[config.mk]
export PLATFORM = sky130hd
export DESIGN_NAME = link_speed_negotiation_timers
export DESIGN_NICKNAME = d
export VERILOG_FILES = /design/src/common/negt_pkg.sv /design/src/logic/link_speed_negotiation_timers.sv /design/src/logic/ms_tick.sv
export SDC_FILE = /design/constraint.sdc
export NUM_CORES = 1
export LEC_CHECK = 0
export ABC_CLOCK_PERIOD_IN_PS = 7200
export BUFFER_PORTS_ARGS = -buffer_cell sky130_fd_sc_hd__buf_2
export CAP_MARGIN = 20
export CORE_ASPECT_RATIO = 1.1
export CORE_MARGIN = 4
export CORE_UTILIZATION = 50
export DETAILED_ROUTE_END_ITERATION = 10
export PLACE_DENSITY = 0.78
export REMOVE_ABC_BUFFERS = 1
export SLEW_MARGIN = 40
export SYNTH_ARGS = -nofsm -noshare
export SYNTH_HDL_FRONTEND = slang
export SYNTH_SLANG_ARGS = --single-unit
[constraint.sdc]
create_clock -name pclk -period 7.2 [get_ports pclk]
set_input_delay 0.36 -clock pclk [delete_from_list [all_inputs] [get_ports pclk]]
set_output_delay 0.36 -clock pclk [all_outputs]
set_load 0.05 [all_outputs]
[src/common/negt_pkg.sv]
package negt_pkg;
    // ==========================================================
    // Clock and time base
    // ==========================================================
    localparam int CLK_FREQ_HZ = 100_000_000;
    localparam int MS_PER_S = 1000;
    localparam int CYCLES_PER_MS = CLK_FREQ_HZ / MS_PER_S;
    localparam int MSW = 13;

    // ==========================================================
    // Negotiation times in milliseconds
    // ==========================================================
    localparam logic [MSW-1:0] T_FAIL_MS = 13'd1620;
    localparam logic [MSW-1:0] T_WDDLY_MAX_MS = 13'd32;
    localparam logic [MSW-1:0] T_NCYCL_MS = 13'd1652;
    localparam logic [MSW-1:0] T_NCINIT_MS = 13'd370;
    localparam logic [MSW-1:0] T_SLEEP_MS = 13'd5000;
    localparam logic [MSW-1:0] T_TXCYCL_MS = 13'd154;
    localparam logic [MSW-1:0] T_STBL_MS = 13'd217;
    localparam logic [MSW-1:0] T_WAKE_MS = 13'd900;
    localparam logic [4:0] T_RXCYCL_MIN_MS = 5'd2;
    localparam logic [4:0] T_RXCYCL_MAX_MS = 5'd30;

    // ==========================================================
    // Register map (byte addresses)
    // ==========================================================
    localparam logic [7:0] OFF_CTRL = 8'h00;
    localparam logic [7:0] OFF_RXCYC = 8'h04;
    localparam logic [7:0] OFF_SLEEP = 8'h08;
    localparam logic [7:0] OFF_STAT = 8'h0c;
    localparam logic [7:0] OFF_IRQ_STAT = 8'h10;
    localparam logic [7:0] OFF_IRQ_MASK = 8'h14;
    localparam logic [7:0] OFF_WD_CNT = 8'h18;
    localparam logic [7:0] OFF_NC_CNT = 8'h1c;

    // Control fields and reset values
    localparam int CTRL_TRIM_EN = 0;
    localparam int CTRL_SLOW_EN = 1;
    localparam logic [1:0] CTRL_RESET = 2'h3;
    localparam logic [4:0] RXCYC_RESET = 5'h1e;
    localparam logic [12:0] SLEEP_RESET = 13'h1388;

    // Status fields
    localparam int STAT_TRIM = 0;
    localparam int STAT_FAST = 1;
    localparam int STAT_SLEEP = 2;
    localparam int STAT_STABLE = 3;
    localparam int STAT_WD_ARMED = 4;

    // Interrupt event bits
    localparam int NUM_EV = 4;
    localparam int EV_WD = 0;
    localparam int EV_TRIM = 1;
    localparam int EV_WAKE = 2;
    localparam int EV_STBL = 3;

    // Low-load waiting stage modes
    typedef enum logic [2:0] {
        SLOW_OFF = 3'b001,
        SLOW_SLEEP = 3'b010,
        SLOW_WAKE = 3'b100
    } slow_t;
endpackage

[src/logic/link_speed_negotiation_timers.sv]
// Summary of operation
// - A watchdog restarts negotiation when no passed sync test has been seen for 1620 ms.
// - Watchdog timing starts on entry to the master stage, and a signal-loss drop counts as a passed test.
// - Watchdog checks are spaced by no more than 32 ms, with no minimum spacing.
// - A watchdog check is made next to every sync test, so the interval is one receive cycle plus overhead.
// - Once the recording window has elapsed the transmit speed list may be cut to the detected speeds.
// - The recording window is 1652 ms so a watchdog restart always comes before an empty list.
// - Entry by a passed sync test records that speed at once, entry by signal-loss drop records none.
// - The recording counter is preloaded with 370 ms in state 12 or 5B, so the window ends 1282 ms after entry.
// - An inactive port cycles its receiver slowly for a sleep period of at most 5000 ms.
// - In the low-load stage each transmit speed is held between one and one-plus-a-receive-cycle transmit cycles.
// - In the low-load stage the receiver steps at the transmit rate, returning periodically to the fast rate.
// - Each fast search period in the low-load stage lasts at least 900 ms.
// - Each receive cycle lasts from 2 ms to 30 ms, or 154 ms while the low-load stage sleeps.
// - The master transmit cycle is 154 ms.
// - The speed stability time is 217 ms.
module link_speed_negotiation_timers #(
    parameter int CYCLES_PER_MS = negt_pkg::CYCLES_PER_MS
) (
    // Clock and reset
    input wire logic pclk,
    input wire logic presetn,
    // APB slave
    input wire logic psel,
    input wire logic penable,
    input wire logic pwrite,
    input wire logic [7:0] paddr,
    input wire logic [31:0] pwdata,
    output logic [31:0] prdata,
    output logic pready,
    output logic pslverr,
    // Negotiation events from the stage machine
    input wire logic restart_neg,
    input wire logic master_entry_sync,
    input wire logic master_entry_los,
    input wire logic negotiating,
    input wire logic sync_test,
    input wire logic sync_pass,
    input wire logic receive_signal_loss,
    input wire logic peer_speed_change,
    input wire logic low_load,
    // Timer results
    output logic watchdog_restart,
    output logic watchdog_check,
    output logic record_speed,
    output logic trim_ready,
    output logic rx_step,
    output logic tx_step,
    output logic fast_search,
    output logic sleeping,
    output logic speed_stable,
    // Interrupt
    output logic irq
);
    localparam int MSW = negt_pkg::MSW;

    generate
        if (CYCLES_PER_MS < 2) begin : g_bad
            $error("CYCLES_PER_MS must be at least 2");
        end
    endgenerate

    typedef struct packed {
        logic [MSW-1:0] wd_cnt;
        logic [MSW-1:0] chk_cnt;
        logic [MSW-1:0] nc_cnt;
        logic [MSW-1:0] rx_cnt;
        logic [MSW-1:0] tx_cnt;
        logic [MSW-1:0] sl_cnt;
        logic [MSW-1:0] st_cnt;
        logic wd_armed;
        logic nc_active;
        logic los_q;
        logic stable;
        negt_pkg::slow_t slow;
        logic rx_step;
        logic tx_step;
        logic wd_check;
        logic wd_fire;
        logic record_speed;
        logic [1:0] ctrl;
        logic [4:0] rxcyc;
        logic [MSW-1:0] sleep_ms;
        logic [negt_pkg::NUM_EV-1:0] irq_stat;
        logic [negt_pkg::NUM_EV-1:0] irq_mask;
        logic [31:0] prdata;
    } state_t;

    state_t s_r;
    state_t s_nxt;
    logic tick;

    // ==========================================================
    // Common millisecond time base
    // ==========================================================
    ms_tick #(
        .CYCLES(CYCLES_PER_MS)
    ) u_tick (
        .pclk(pclk),
        .presetn(presetn),
        .clear(restart_neg),
        .tick(tick)
    );

    // Saturating millisecond increment so idle counters never wrap
    function automatic logic [MSW-1:0] inc(input logic [MSW-1:0] v);
        inc = (v == {MSW{1'b1}}) ? v : v + 1'b1;
    endfunction

    // ==========================================================
    // Next-state logic
    // ==========================================================
    always_comb begin
        logic los_drop;
        logic entry;
        logic wd_reload;
        logic chk_due;
        logic [MSW-1:0] wd_base;
        logic [MSW-1:0] rx_period;
        logic trim_now;
        logic [negt_pkg::NUM_EV-1:0] ev;
        logic [negt_pkg::NUM_EV-1:0] w1c;
        logic wr;
        logic [4:0] rx_w;
        logic [MSW-1:0] sl_w;
        los_drop = 1'b0;
        entry = 1'b0;
        wd_reload = 1'b0;
        chk_due = 1'b0;
        wd_base = '0;
        rx_period = '0;
        trim_now = 1'b0;
        ev = '0;
        w1c = '0;
        wr = 1'b0;
        rx_w = '0;
        sl_w = '0;
        s_nxt = s_r;
        s_nxt.rx_step = 1'b0;
        s_nxt.tx_step = 1'b0;
        s_nxt.wd_check = 1'b0;
        s_nxt.wd_fire = 1'b0;
        s_nxt.record_speed = 1'b0;
        s_nxt.los_q = receive_signal_loss;

        los_drop = s_r.los_q && !receive_signal_loss;
        entry = master_entry_sync || master_entry_los;

        // Millisecond advance of every timer; the watchdog and recording counters advance only while armed or active
        if (tick) begin
            s_nxt.wd_cnt = s_r.wd_armed ? inc(s_r.wd_cnt) : s_r.wd_cnt;
            s_nxt.chk_cnt = inc(s_r.chk_cnt);
            s_nxt.nc_cnt = s_r.nc_active ? inc(s_r.nc_cnt) : s_r.nc_cnt;
            s_nxt.rx_cnt = inc(s_r.rx_cnt);
            s_nxt.tx_cnt = inc(s_r.tx_cnt);
            s_nxt.sl_cnt = inc(s_r.sl_cnt);
            s_nxt.st_cnt = inc(s_r.st_cnt);
        end

        // Watchdog reload; a signal-loss drop is as good as a passed test
        wd_reload = entry || (negotiating && (sync_pass || los_drop));
        wd_base = wd_reload ? '0 : s_r.wd_cnt;
        if (wd_reload) begin
            s_nxt.wd_cnt = '0;
        end
        if (entry) begin
            s_nxt.wd_armed = 1'b1;
            s_nxt.chk_cnt = '0;
            s_nxt.nc_active = 1'b1;
            s_nxt.nc_cnt = master_entry_sync ? negt_pkg::T_NCINIT_MS : '0;
            s_nxt.record_speed = master_entry_sync;
        end

        // Check beside each sync test, forced if 32 ms go by without one
        chk_due = sync_test || (tick && s_r.chk_cnt >= negt_pkg::T_WDDLY_MAX_MS - 1'b1);
        if (s_r.wd_armed && chk_due && !entry) begin
            s_nxt.wd_check = 1'b1;
            s_nxt.chk_cnt = '0;
            if (wd_base >= negt_pkg::T_FAIL_MS) begin
                s_nxt.wd_fire = 1'b1;
                s_nxt.wd_armed = 1'b0;
                s_nxt.nc_active = 1'b0;
            end
        end

        // Receive cycle: programmed 2..30 ms, or transmit rate while asleep
        if (s_r.slow == negt_pkg::SLOW_SLEEP) begin
            rx_period = negt_pkg::T_TXCYCL_MS;
        end else begin
            rx_period = {{(MSW - 5){1'b0}}, s_r.rxcyc};
        end
        if (tick && s_r.rx_cnt >= rx_period - 1'b1) begin
            s_nxt.rx_step = 1'b1;
            s_nxt.rx_cnt = '0;
        end

        // Outside sleep the transmit dwell is only tested once per receive cycle, so it lands in 154..183 ms
        if (s_r.slow == negt_pkg::SLOW_SLEEP) begin
            if (tick && s_r.tx_cnt >= negt_pkg::T_TXCYCL_MS - 1'b1) begin
                s_nxt.tx_step = 1'b1;
                s_nxt.tx_cnt = '0;
            end
        end else if (s_nxt.rx_step && s_nxt.tx_cnt >= negt_pkg::T_TXCYCL_MS) begin
            s_nxt.tx_step = 1'b1;
            s_nxt.tx_cnt = '0;
        end

        // Low-load stage: sleep, then a fast search wake period
        if (!low_load || !s_r.ctrl[negt_pkg::CTRL_SLOW_EN]) begin
            s_nxt.slow = negt_pkg::SLOW_OFF;
            s_nxt.sl_cnt = '0;
        end else begin
            case (s_r.slow)
                negt_pkg::SLOW_OFF: begin
                    s_nxt.slow = negt_pkg::SLOW_SLEEP;
                    s_nxt.sl_cnt = '0;
                end
                negt_pkg::SLOW_SLEEP: begin
                    if (tick && s_r.sl_cnt >= s_r.sleep_ms - 1'b1) begin
                        s_nxt.slow = negt_pkg::SLOW_WAKE;
                        s_nxt.sl_cnt = '0;
                        ev[negt_pkg::EV_WAKE] = 1'b1;
                    end
                end
                negt_pkg::SLOW_WAKE: begin
                    if (tick && s_r.sl_cnt >= negt_pkg::T_WAKE_MS - 1'b1) begin
                        s_nxt.slow = negt_pkg::SLOW_SLEEP;
                        s_nxt.sl_cnt = '0;
                    end
                end
                default: begin
                    s_nxt.slow = negt_pkg::SLOW_OFF;
                    s_nxt.sl_cnt = '0;
                end
            endcase
        end

        // Stability: the peer has held its speed for 217 ms
        if (peer_speed_change) begin
            s_nxt.st_cnt = '0;
            s_nxt.stable = 1'b0;
        end else if (!s_r.stable && s_r.st_cnt >= negt_pkg::T_STBL_MS) begin
            s_nxt.stable = 1'b1;
            ev[negt_pkg::EV_STBL] = 1'b1;
        end

        // Recording window elapsed; list trimming allowed
        trim_now = s_r.nc_active && s_r.nc_cnt >= negt_pkg::T_NCYCL_MS;
        ev[negt_pkg::EV_TRIM] = trim_now && !(s_r.nc_active && s_r.nc_cnt == negt_pkg::T_NCYCL_MS + 1'b1)
            && s_r.nc_cnt == negt_pkg::T_NCYCL_MS && tick;
        ev[negt_pkg::EV_WD] = s_nxt.wd_fire;

        // Restart clears every timer
        if (restart_neg) begin
            s_nxt.wd_cnt = '0;
            s_nxt.chk_cnt = '0;
            s_nxt.nc_cnt = '0;
            s_nxt.rx_cnt = '0;
            s_nxt.tx_cnt = '0;
            s_nxt.sl_cnt = '0;
            s_nxt.st_cnt = '0;
            s_nxt.wd_armed = 1'b0;
            s_nxt.nc_active = 1'b0;
            s_nxt.stable = 1'b0;
            s_nxt.rx_step = 1'b0;
            s_nxt.tx_step = 1'b0;
        end

        // APB writes take effect in the access phase
        wr = psel && penable && pwrite;
        rx_w = pwdata[4:0];
        if (rx_w < negt_pkg::T_RXCYCL_MIN_MS) begin
            rx_w = negt_pkg::T_RXCYCL_MIN_MS;
        end else if (rx_w > negt_pkg::T_RXCYCL_MAX_MS) begin
            rx_w = negt_pkg::T_RXCYCL_MAX_MS;
        end
        sl_w = pwdata[MSW-1:0];
        if (sl_w > negt_pkg::T_SLEEP_MS) begin
            sl_w = negt_pkg::T_SLEEP_MS;
        end else if (sl_w == '0) begin
            sl_w = {{(MSW - 1){1'b0}}, 1'b1};
        end
        if (wr) begin
            case (paddr)
                negt_pkg::OFF_CTRL: s_nxt.ctrl = pwdata[1:0];
                negt_pkg::OFF_RXCYC: s_nxt.rxcyc = rx_w;
                negt_pkg::OFF_SLEEP: s_nxt.sleep_ms = sl_w;
                negt_pkg::OFF_IRQ_STAT: w1c = pwdata[negt_pkg::NUM_EV-1:0];
                negt_pkg::OFF_IRQ_MASK: s_nxt.irq_mask = pwdata[negt_pkg::NUM_EV-1:0];
                default: ;
            endcase
        end
        // A new event outranks a clear in the same cycle
        s_nxt.irq_stat = (s_r.irq_stat & ~w1c) | ev;

        // Read data is captured in the setup phase, stable through access
        if (psel && !penable && !pwrite) begin
            case (paddr)
                negt_pkg::OFF_CTRL: s_nxt.prdata = {30'h0, s_r.ctrl};
                negt_pkg::OFF_RXCYC: s_nxt.prdata = {27'h0, s_r.rxcyc};
                negt_pkg::OFF_SLEEP: s_nxt.prdata = {19'h0, s_r.sleep_ms};
                negt_pkg::OFF_STAT: s_nxt.prdata = {27'h0, s_r.wd_armed, s_r.stable,
                    s_r.slow == negt_pkg::SLOW_SLEEP, s_r.slow == negt_pkg::SLOW_WAKE, trim_now};
                negt_pkg::OFF_IRQ_STAT: s_nxt.prdata = {28'h0, s_r.irq_stat};
                negt_pkg::OFF_IRQ_MASK: s_nxt.prdata = {28'h0, s_r.irq_mask};
                negt_pkg::OFF_WD_CNT: s_nxt.prdata = {19'h0, s_r.wd_cnt};
                negt_pkg::OFF_NC_CNT: s_nxt.prdata = {19'h0, s_r.nc_cnt};
                default: s_nxt.prdata = 32'h0;
            endcase
        end
    end

    // ==========================================================
    // State register
    // ==========================================================
    always_ff @(posedge pclk or negedge presetn) begin
        if (!presetn) begin
            s_r <= '0;
            s_r.los_q <= 1'b1;
            s_r.slow <= negt_pkg::SLOW_OFF;
            s_r.ctrl <= negt_pkg::CTRL_RESET;
            s_r.rxcyc <= negt_pkg::RXCYC_RESET;
            s_r.sleep_ms <= negt_pkg::SLEEP_RESET;
        end else begin
            s_r <= s_nxt;
        end
    end

    // ==========================================================
    // Outputs
    // ==========================================================
    // Zero-wait APB: unmapped addresses answer with an error
    always_comb begin
        pready = 1'b1;
        pslverr = 1'b0;
        if (psel && penable && paddr > negt_pkg::OFF_NC_CNT) begin
            pslverr = 1'b1;
        end
        if (psel && penable && paddr[1:0] != 2'b00) begin
            pslverr = 1'b1;
        end
    end

    assign prdata = s_r.prdata;
    assign watchdog_restart = s_r.wd_fire;
    assign watchdog_check = s_r.wd_check;
    assign record_speed = s_r.record_speed;
    // Trimming stays a level so the stage machine may act whenever convenient
    assign trim_ready = s_r.nc_active && s_r.nc_cnt >= negt_pkg::T_NCYCL_MS
        && s_r.ctrl[negt_pkg::CTRL_TRIM_EN];
    assign rx_step = s_r.rx_step;
    assign tx_step = s_r.tx_step;
    assign fast_search = s_r.slow == negt_pkg::SLOW_WAKE;
    assign sleeping = s_r.slow == negt_pkg::SLOW_SLEEP;
    assign speed_stable = s_r.stable;
    assign irq = |(s_r.irq_stat & s_r.irq_mask);
endmodule // link_speed_negotiation_timers

[src/logic/ms_tick.sv]
// ==========================================================
// Millisecond tick generator
// ==========================================================
module ms_tick #(
    parameter int CYCLES = 100000
) (
    // Clock and reset
    input wire logic pclk,
    input wire logic presetn,
    // Control
    input wire logic clear,
    // Tick out
    output logic tick
);
    localparam int CW = $clog2(CYCLES);

    generate
        if (CYCLES < 2) begin : g_bad
            $error("ms_tick needs at least two cycles per tick");
        end
    endgenerate

    logic [CW-1:0] cnt_r;
    logic [CW-1:0] cnt_nxt;
    logic tick_nxt;

    // Restarting the divider keeps every timer phase-aligned with negotiation
    always_comb begin
        tick_nxt = 1'b0;
        cnt_nxt = cnt_r + 1'b1;
        if (clear) begin
            cnt_nxt = '0;
        end else if (cnt_r == CW'(CYCLES - 1)) begin
            cnt_nxt = '0;
            tick_nxt = 1'b1;
        end
    end

    always_ff @(posedge pclk or negedge presetn) begin
        if (!presetn) begin
            cnt_r <= '0;
            tick <= 1'b0;
        end else begin
            cnt_r <= cnt_nxt;
            tick <= tick_nxt;
        end
    end
endmodule // ms_tick

Word level (Yosys, flattened, before mapping)
Cells that the tools add are included.
Widths: inputs -> output; s select.
- flip-flop bits (word level): 181
- output and inout bits: 44
- input port bits: 54
- bitwise operators: 4
- multiplexer cells: 62
- reductions and logical operators: 58
- $add $sub $neg: 10
- equal/unequal tests: 27
- order comparisons: 13
- operators with widths (kind ; count):
    $mux 13 ; 22
    $pmux 13 s8 ; 1
    $mux 93 ; 1
    $add 13x1->13 const B ; 7
    $eq 13x13->1 const B ; 7
    $mux 91 ; 1
    $ge 13x8->1 const B ; 3
    $mux 17 ; 2
    $eq 8x5->1 const B ; 4
    $eq 13x11->1 const B ; 2
    $ge 13x11->1 const B ; 2
    $ge 13x13->1 ; 2
    $mux 26 ; 1
    $pmux 13 s2 ; 1
    $sub 13x1->13 const B ; 2
    $logic_and 1x1->1 ; 23
    $reduce_bool 3->1 ; 7
    $mux 1 ; 18
    $add 17x1->17 const B ; 1
    $eq 17x17->1 const B ; 1
    $eq 8x4->1 const B ; 2
    $reduce_and 2->1 ; 8
    $ge 13x10->1 const B ; 1
    $ge 13x5->1 const B ; 1
    30 further kinds ; 54

Longest topological paths before layout
Gate-level depths: netlist of the first run.
- word-level depth: 10
- mapped depth: 18

By module
From an unflattened synthesis of the first run, not the netlist that was laid out.
- cell total of the unflattened synthesis: 1127
- area total of the unflattened synthesis: 10284.9 sq um
- by module, submodules not included (module ; cells each ; area each (sq um) ; times used):
    link_speed_negotiation_timers ; 1041 ; 9380.2 ; 1
    ms_tick ; 86 ; 904.6 ; 1

Least setup slack after synthesis of the first run
OpenSTA, ideal clock, no wires.
- path type: reg-to-reg
- from: register s_r[65] (netlist bit)
- to: register s_r[120] (netlist bit)
- path buffers: 1
- cell stages (with the launch flop): 18
- clock period less this slack: 4.192 ns
- arrival time: 4.113 ns
- slack: 3.008 ns
- cell sequence: dfstp_2 nor2_1 nand2_1 inv_1 clkbuf_1 nor2_1 ha_1 nand3_1 ha_1 or3_1 ha_1 and2_1 a221o_1 or3_1 and2_1 a21o_1 or3_1 a21oi_1
- cells in the longest elaborated chain, start to end: 7
- elaborated cells on any way between the ends: 10
- classes of those cells: add/sub: 1; order compare: 1; eq/ne: 2; mux: 3; reduce/logical: 3
- ends and longest elaborated chain (item ; line ; RTL):
    start: declaration ; link_speed_negotiation_timers.sv:89 ; state_t s_r;
    start signal: assignment ; link_speed_negotiation_timers.sv:325 ; s_r <= s_nxt;
    $eq 3x2->1 * ; n/a ;
    net sleeping ; link_speed_negotiation_timers.sv:50 ; output logic sleeping,
    $mux 8 * ; link_speed_negotiation_timers.sv:187 ; if (s_r.slow == negt_pkg::SLOW_SLEEP) begin
    $sub 13x1->13 * ; link_speed_negotiation_timers.sv:192 ; if (tick && s_r.rx_cnt >= rx_period - 1'b1) begin
    $ge 13x13->1 * ; link_speed_negotiation_timers.sv:192 ;
    $logic_and 1x1->1 * ; link_speed_negotiation_timers.sv:192 ;
    $ne 3x2->1 (no line), or another cell as far along ; n/a ;
    $reduce_and 2->1 (no line) or $mux 93 (tied branches) ; n/a ;
The timed path passes the listed nets; every way through them passes the cells marked *.
A chain may end at the register's enable or synchronous reset.

==> run metrics, run 1 <==
Max-slew headroom=42.5%; Die Ht=154 um; post-detail-place hpwl=16200 um; Nets=1187; cell row count=53; setup_tns=0 ps; Starting Density=50.7%; CTS HTree Levels=4; multi-input logic area=5150 sq um; Worst Tran Pin Value=859 ps; R2R Path Start=s_r[65]; RSZ-0062 raised after global routing=false; register area=4070 sq um; number of flops mapped to enable cells by yosys=0; IO Count=98; worst path bufs/invs=1; largest net degree at the start of global routing=97; synth top area cells=dfrtp_1 39%, nor2_1 5.6%, ha_1 5.3%; Hold/Removal Path Class=in -> reg; synthesized flop and latch total=162; Crit path arrival time=4780 ps; maximum achievable frequency=224 MHz; ys async rst share=100%; Seq/Total Area, Yosys=42.2%; CP Cell Sequence=nor2_1 -> nand2_1 -> inv_1 -> nor2_1 -> ha_1 -> nand3_1 -> ha_1 -> or3_1 -> ha_1 -> and2_1 -> a221o_1 -> or3_1 -> a31oi_1 -> o21ai_0 -> o21a_2 -> nor4_1; Layout Skew=10.4 ps; MaxCap Viol Count=0; status=finished clean; Iter 0 DRT Violations=902; Total GRT Usage=21.1%; endpoint class of the critical path=flop; TritonCTS Buffers=17; final wirelength=22700 um; library cells used by synthesis=71; Slew Limit Fails=0; critical path type=reg -> reg; Worst-path clk slew=60 ps; vias in the first global route=7533; Leakage=4.74 nW; GPL Wtd Cong=0.907; share of layout cells above drive strength 1=13.3%; gr ovfl total=0; Die X=140 um; syn avg cell area=9.09 sq um; Power Dens Cells=193 nW/um^2; vias per cell=5.94; clk_lat worst skew=420 ps; Top cell by count, worst path=ha_1; Slowest cell on crit path=dfstp_2; Setup Viol. Count Final=0; CTS Buffer Depth=2; most common cell in the netlist=dfrtp_1; antenna violations before repair=0; max incr delay on CP=560 ps; Hold Path Origin=receive_signal_loss; WP data required=7520 ps; core box area=19000 sq um; fin crit share=62.0%; CP delay by family, top=simple AND/OR/NAND/NOR gates; PortBufs=58; Inserted Diodes=0; Via Count=8031; Post-Syn Instances=1062; CTS tree=yes; leading area contributor after synthesis=dfrtp_1; minimum clock period=4470 ps; Initial DRT Pass Iterations=7; wire length per cell=16.8 um; Synth Warn #=0; ys flop type=dfrtp_1; first-pass GRT wire length=37600 um; clk root buf=clkbuf_16; critical-path maximum fanout=13; Worst Hold Margin=56.2 ps; Die ar.=21600 sq um; Commonest cells post-synth=149 x dfrtp_1, 143 x nor2_1, 102 x nand2_1, 51 x nand3_1, 46 x xor2_1; Post-Syn Area=9650 sq um; Finished Cell Area=10600 sq um; dpl cell area=9960 sq um; ANT nets after route=0; DR DRC count=0; CP startpoint kind=flop; top-area cell type share of the netlist area=38.6%; clock sink count=162; crit path from=s_r[65]; Fill cells=1635; Final Hold Fails=0; VDD IR max=0.000165 V; layout overhead on the synthesized area=10.2%
==> metrics by stage <==
stage	power (mW)	setup WS, ps	cells	util [%]
global placement	1.06	2970	1319	52.3
CTS	2.07	2770	1352	55.9
floorplan	1.01	3080	1009	-
detailed placement	1.06	2800	1319	52.4
finish	2.05	2730	1352	55.9
global route	2.13	2370	1352	55.9
==> worst paths after layout <==
kind | end | slack, ps | cells past startpoint
max | s_r[100] | 2730 | 16
min | s_r[69] | 60 | 1
max reg2reg | s_r[100] | 2730 | 16
min reg2reg | prdata[3] | 470 | 1
max in group asynchronous | prdata[4] | 5600 | 3
min in group asynchronous | u_tick.cnt_r[0] | 550 | 2
==> routing by layer <==
layer  GRT usage, %  wire length (um)
met1           30.7             10300
met2           32.0             10400
met3           4.20              1670
met4           6.51               387
met5              0                 0
==> layout make-up <==
type	instances	share of cell area, %
tap	247	2.90
clock inverter	12	1.91
inverter	27	0.953
timing repair buffer	64	3.30
multi-input combinational	820	48.4
sequential	162	38.3
clock buffer	20	4.29
==> state kept, by name, indices dropped and copies added, names as in the netlist <==
name and cells:
speed_stable 1, record_speed 1, watchdog_check 1, prdata 13, watchdog_restart 1, tx_step 1
u_tick.tick 1, u_tick.cnt_r 17, s_r 125, rx_step 1
==> kinds of logic (layout without fill, tap and decap cells) <==
family / count (synthesis) / in the layout / share of synthesized area, %
XOR/XNOR: 84 / 84 / 7.62
AND/OR/NAND/NOR: 478 / 478 / 24.7
flip-flops: 162 / 162 / 42.2
other: 2 / 20 / 0.0778
buffers and inverters: 98 / 123 / 5.21
AO/OA/AOI/OAI: 178 / 178 / 12.7
adder cells (fa/ha/maj): 41 / 41 / 5.32
multiplexers: 19 / 19 / 2.14
==> cell usage in the layout, fill, tap and decap left out, types with 17 or more instances in the layout <==
master     instances
conb_1            20
nand2_1          102
ha_1              41
a21oi_1           32
nor2_1           142
buf_2             57
clkbuf_16         17
nor3_1            33
dfrtp_1          149
xor2_1            46
nand4_1           24
xnor2_1           38
and3_1            19
nand3_1           51
nor4_1            25
o21ai_0           41
inv_1             26
==> power by group <==
part / switching, mW / internal (mW) / leakage (nW) / total (mW)
Sequential: 0.0124 / 0.920 / 2.18 / 0.932
Combinational: 0.0880 / 0.0286 / 2.23 / 0.117
Clock: 0.369 / 0.636 / 0.321 / 1.01
Total: 0.469 / 1.58 / 4.74 / 2.05
==> timing repair <==
item,4_1_cts,5_1_grt
hold buffers,1,0
endpoints found under the hold margin,39,0
setup buffers,0,0
gates resized for setup,0,0
(Power assumes the default switching activity.)
==> run 2: changes to the inputs <==
--- a/config.mk
+++ b/config.mk
@@ -5,14 +5,14 @@
 export SDC_FILE = /design/constraint.sdc
 export NUM_CORES = 1
 export LEC_CHECK = 0
-export ABC_CLOCK_PERIOD_IN_PS = 7200
+export ABC_CLOCK_PERIOD_IN_PS = 3600
 export BUFFER_PORTS_ARGS = -buffer_cell sky130_fd_sc_hd__buf_2
 export CAP_MARGIN = 20
 export CORE_ASPECT_RATIO = 1.1
 export CORE_MARGIN = 4
 export CORE_UTILIZATION = 50
 export DETAILED_ROUTE_END_ITERATION = 10
-export PLACE_DENSITY = 0.78
+export PLACE_DENSITY = 0.81
 export REMOVE_ABC_BUFFERS = 1
 export SLEW_MARGIN = 40
 export SYNTH_ARGS = -nofsm -noshare
==> constraint.sdc (replaced) <==
create_clock -name pclk -period 3.6 [get_ports pclk]
set_input_delay 0.18 -clock pclk [delete_from_list [all_inputs] [get_ports pclk]]
set_output_delay 0.18 -clock pclk [all_outputs]
set_load 0.05 [all_outputs]
==> run 2 against run 1 <==
  * The flow now finishes with violations (setup timing)
  * Final area is 3.9% higher
  * Combinational power is 120% higher
  * First-iteration DRC count is 0.67% higher
  * Global-route usage is 0.95 points higher
  * Critical path depth stayed put
  * Non-clock buffer count is 39 higher
  * Die area stayed put
  * Utilization is 2.2 points higher
  * Largest power group is now sequential cells
  * Highest routed layer unchanged
==> run metrics, run 2 (synthesis gave the netlist of run 1 again) <==
Initial DRT Pass Iterations=8; core box area=19000 sq um; IO Count=98; Top cell by count, worst path=ha_4; GRT met2 Usage=37.0%; Die ar.=21600 sq um; GR met3 Demand/Resource=4.45%; Nets=1226; post-detail-place hpwl=16900 um; TritonCTS Buffers=17; CTS HTree Levels=4; final wirelength=23900 um; critical-path maximum fanout=3; largest net degree at the start of global routing=84; Fill cells=1571; Setup Viol. Count Final=3; RSZ-0062 raised after global routing=true; Worst Tran Pin Value=804 ps; Iter 0 DRT Violations=908; Worst-path clk slew=70 ps; failing checks=setup timing; clk root buf=clkbuf_16; Final Hold Fails=0; Post-Layout Cell Count=1392; vias in the first global route=7843; cell row count=53; Power Dens Cells=358 nW/um^2; CP delay by family, top=simple AND/OR/NAND/NOR gates; Die Ht=154 um; Largest Register=s_r; CTS tree=yes; clk_lat worst skew=440 ps; DR DRC count=0; wire length per cell=17.1 um; MaxCap Viol Count=0; maximum achievable frequency=273 MHz; Total GRT Usage=22.1%; Max-slew headroom=46.1%; max incr delay on CP=540 ps; commonest non-fill, non-tap cell in the layout=dfrtp_1; PortBufs=58; CP Cell Sequence=nor2_2 -> nand2_2 -> inv_2 -> nor2_4 -> ha_4 -> nand3_4 -> ha_4 -> or3_4 -> ha_4 -> and2_4 -> a221o_1 -> or3_4 -> and2_4 -> a21o_1 -> buf_4 -> o41ai_1; Crit path arrival time=3980 ps; Via Count=8256; fin crit share=102%; CTS Buffer Depth=2; Slew Limit Fails=0; M1 GR Usage=29.4%; VDD IR max=0.000384 V; commonest non-fill, non-tap cells in the layout=149 x dfrtp_1, 141 x nor2_1, 100 x nand2_1; vias per cell=5.93; gr busiest metal=met2; Leakage=4.93 nW; endpoint class of the critical path=flop; number of flip-flops in the largest register=125; layout overhead on the synthesized area=14.5%; GPL Wtd Cong=0.907; ANT nets after route=0; Hold/Removal Path Class=in -> reg; gr ovfl total=0; worst path bufs/invs=2; Layout Skew=8.38 ps; critical path type=reg -> reg; Starting Density=50.7%; status=complete, but fails checks; WP data required=3920 ps; CP startpoint kind=flop; DP Cell Count=1342; Slowest cell on crit path=dfstp_2; minimum clock period=3660 ps; antenna violations before repair=1; share of layout cells above drive strength 1=17.0%; pre-CTS WS=-265 ps; Die X=140 um; clock sink count=162; setup ws final=-56.7 ps; first-pass GRT wire length=39100 um
-- run 2: timing repair --
| action | 4_1_cts | 5_1_grt |
|---|---|---|
| buffers inserted | 2 | 5 |
| hold buffers | 9 | 0 |
| endpoints found under the hold margin | 76 | 0 |
| pin swaps | 7 | 18 |
| resized for setup | 10 | 17 |
| endpoints found under the setup margin | 19 | 26 |
-- run 2: layer usage --
| layer | part of all wire (%) | up-vias | routed length, um |
|---|---|---|---|
| li1 | - | 3893 | - |
| met1 | 44 | 3982 | 10400 |
| met2 | 49 | 330 | 11600 |
| met3 | 6.0 | 51 | 1440 |
| met4 | 1.8 | 0 | 421 |
| met5 | 0 | - | 0 |
-- run 2: worst reg2reg max path, cell delays in order (launching register included) --
cell and delay (ps):
dfstp_2 540, nor2_2 40, nand2_2 70, inv_2 60
nor2_4 110, ha_4 170, nand3_4 80, ha_4 160
or3_4 380, ha_4 250, and2_4 140, a221o_1 340
or3_4 430, and2_4 160, a21o_1 180, buf_4 140
o41ai_1 300
-- run 2: worst paths after layout --
path / cells after the start / slack [ps] / from / end
worst max-delay path: 16 / -60 / s_r[65] / s_r[116]
max in group asynchronous: 4 / 2420 / presetn / s_r[69]
worst max register to register: 16 / -60 / s_r[65] / s_r[116]
min in group asynchronous: 2 / 150 / presetn / s_r[113]
worst min-delay path: 3 / 9 / pwdata[10] / s_r[50]
worst min register to register: 2 / 480 / prdata[8] / prdata[8]
-- run 2: final cells by class --
class / count / area (sq um) / share of cell area, %
Clock inverter: 13 / 153 / 1.38
Multi-Input combinational cell: 820 / 5260 / 47.6
Timing Repair Buffer: 103 / 713 / 6.45
Sequential cell: 162 / 4070 / 36.8
Antenna cell: 1 / 2.50 / 0.0226
Clock buffer: 19 / 443 / 4.01
Inverter: 27 / 101 / 0.917
Tap cell: 247 / 309 / 2.80
-- run 2: report_power, final --
part	internal, mW	switching, mW
clock	1.05	0.783
combinational	0.0759	0.183
sequential	1.84	0.0244
-- run 2: stage by stage --
step	total power, mW	hold WS [ps]	setup TNS [ps]	utilization [%]	area [sq um]
floorplan	2.01	-116	-7760	-	9320
global placement	2.13	278	-1120	53.4	10200
detailed placement	2.13	285	-3110	53.4	10200
CTS	3.97	5.68	0	57.3	10900
global route	4.09	23.9	-1470	58.1	11100
finish	3.96	8.90	-106	58.1	11100
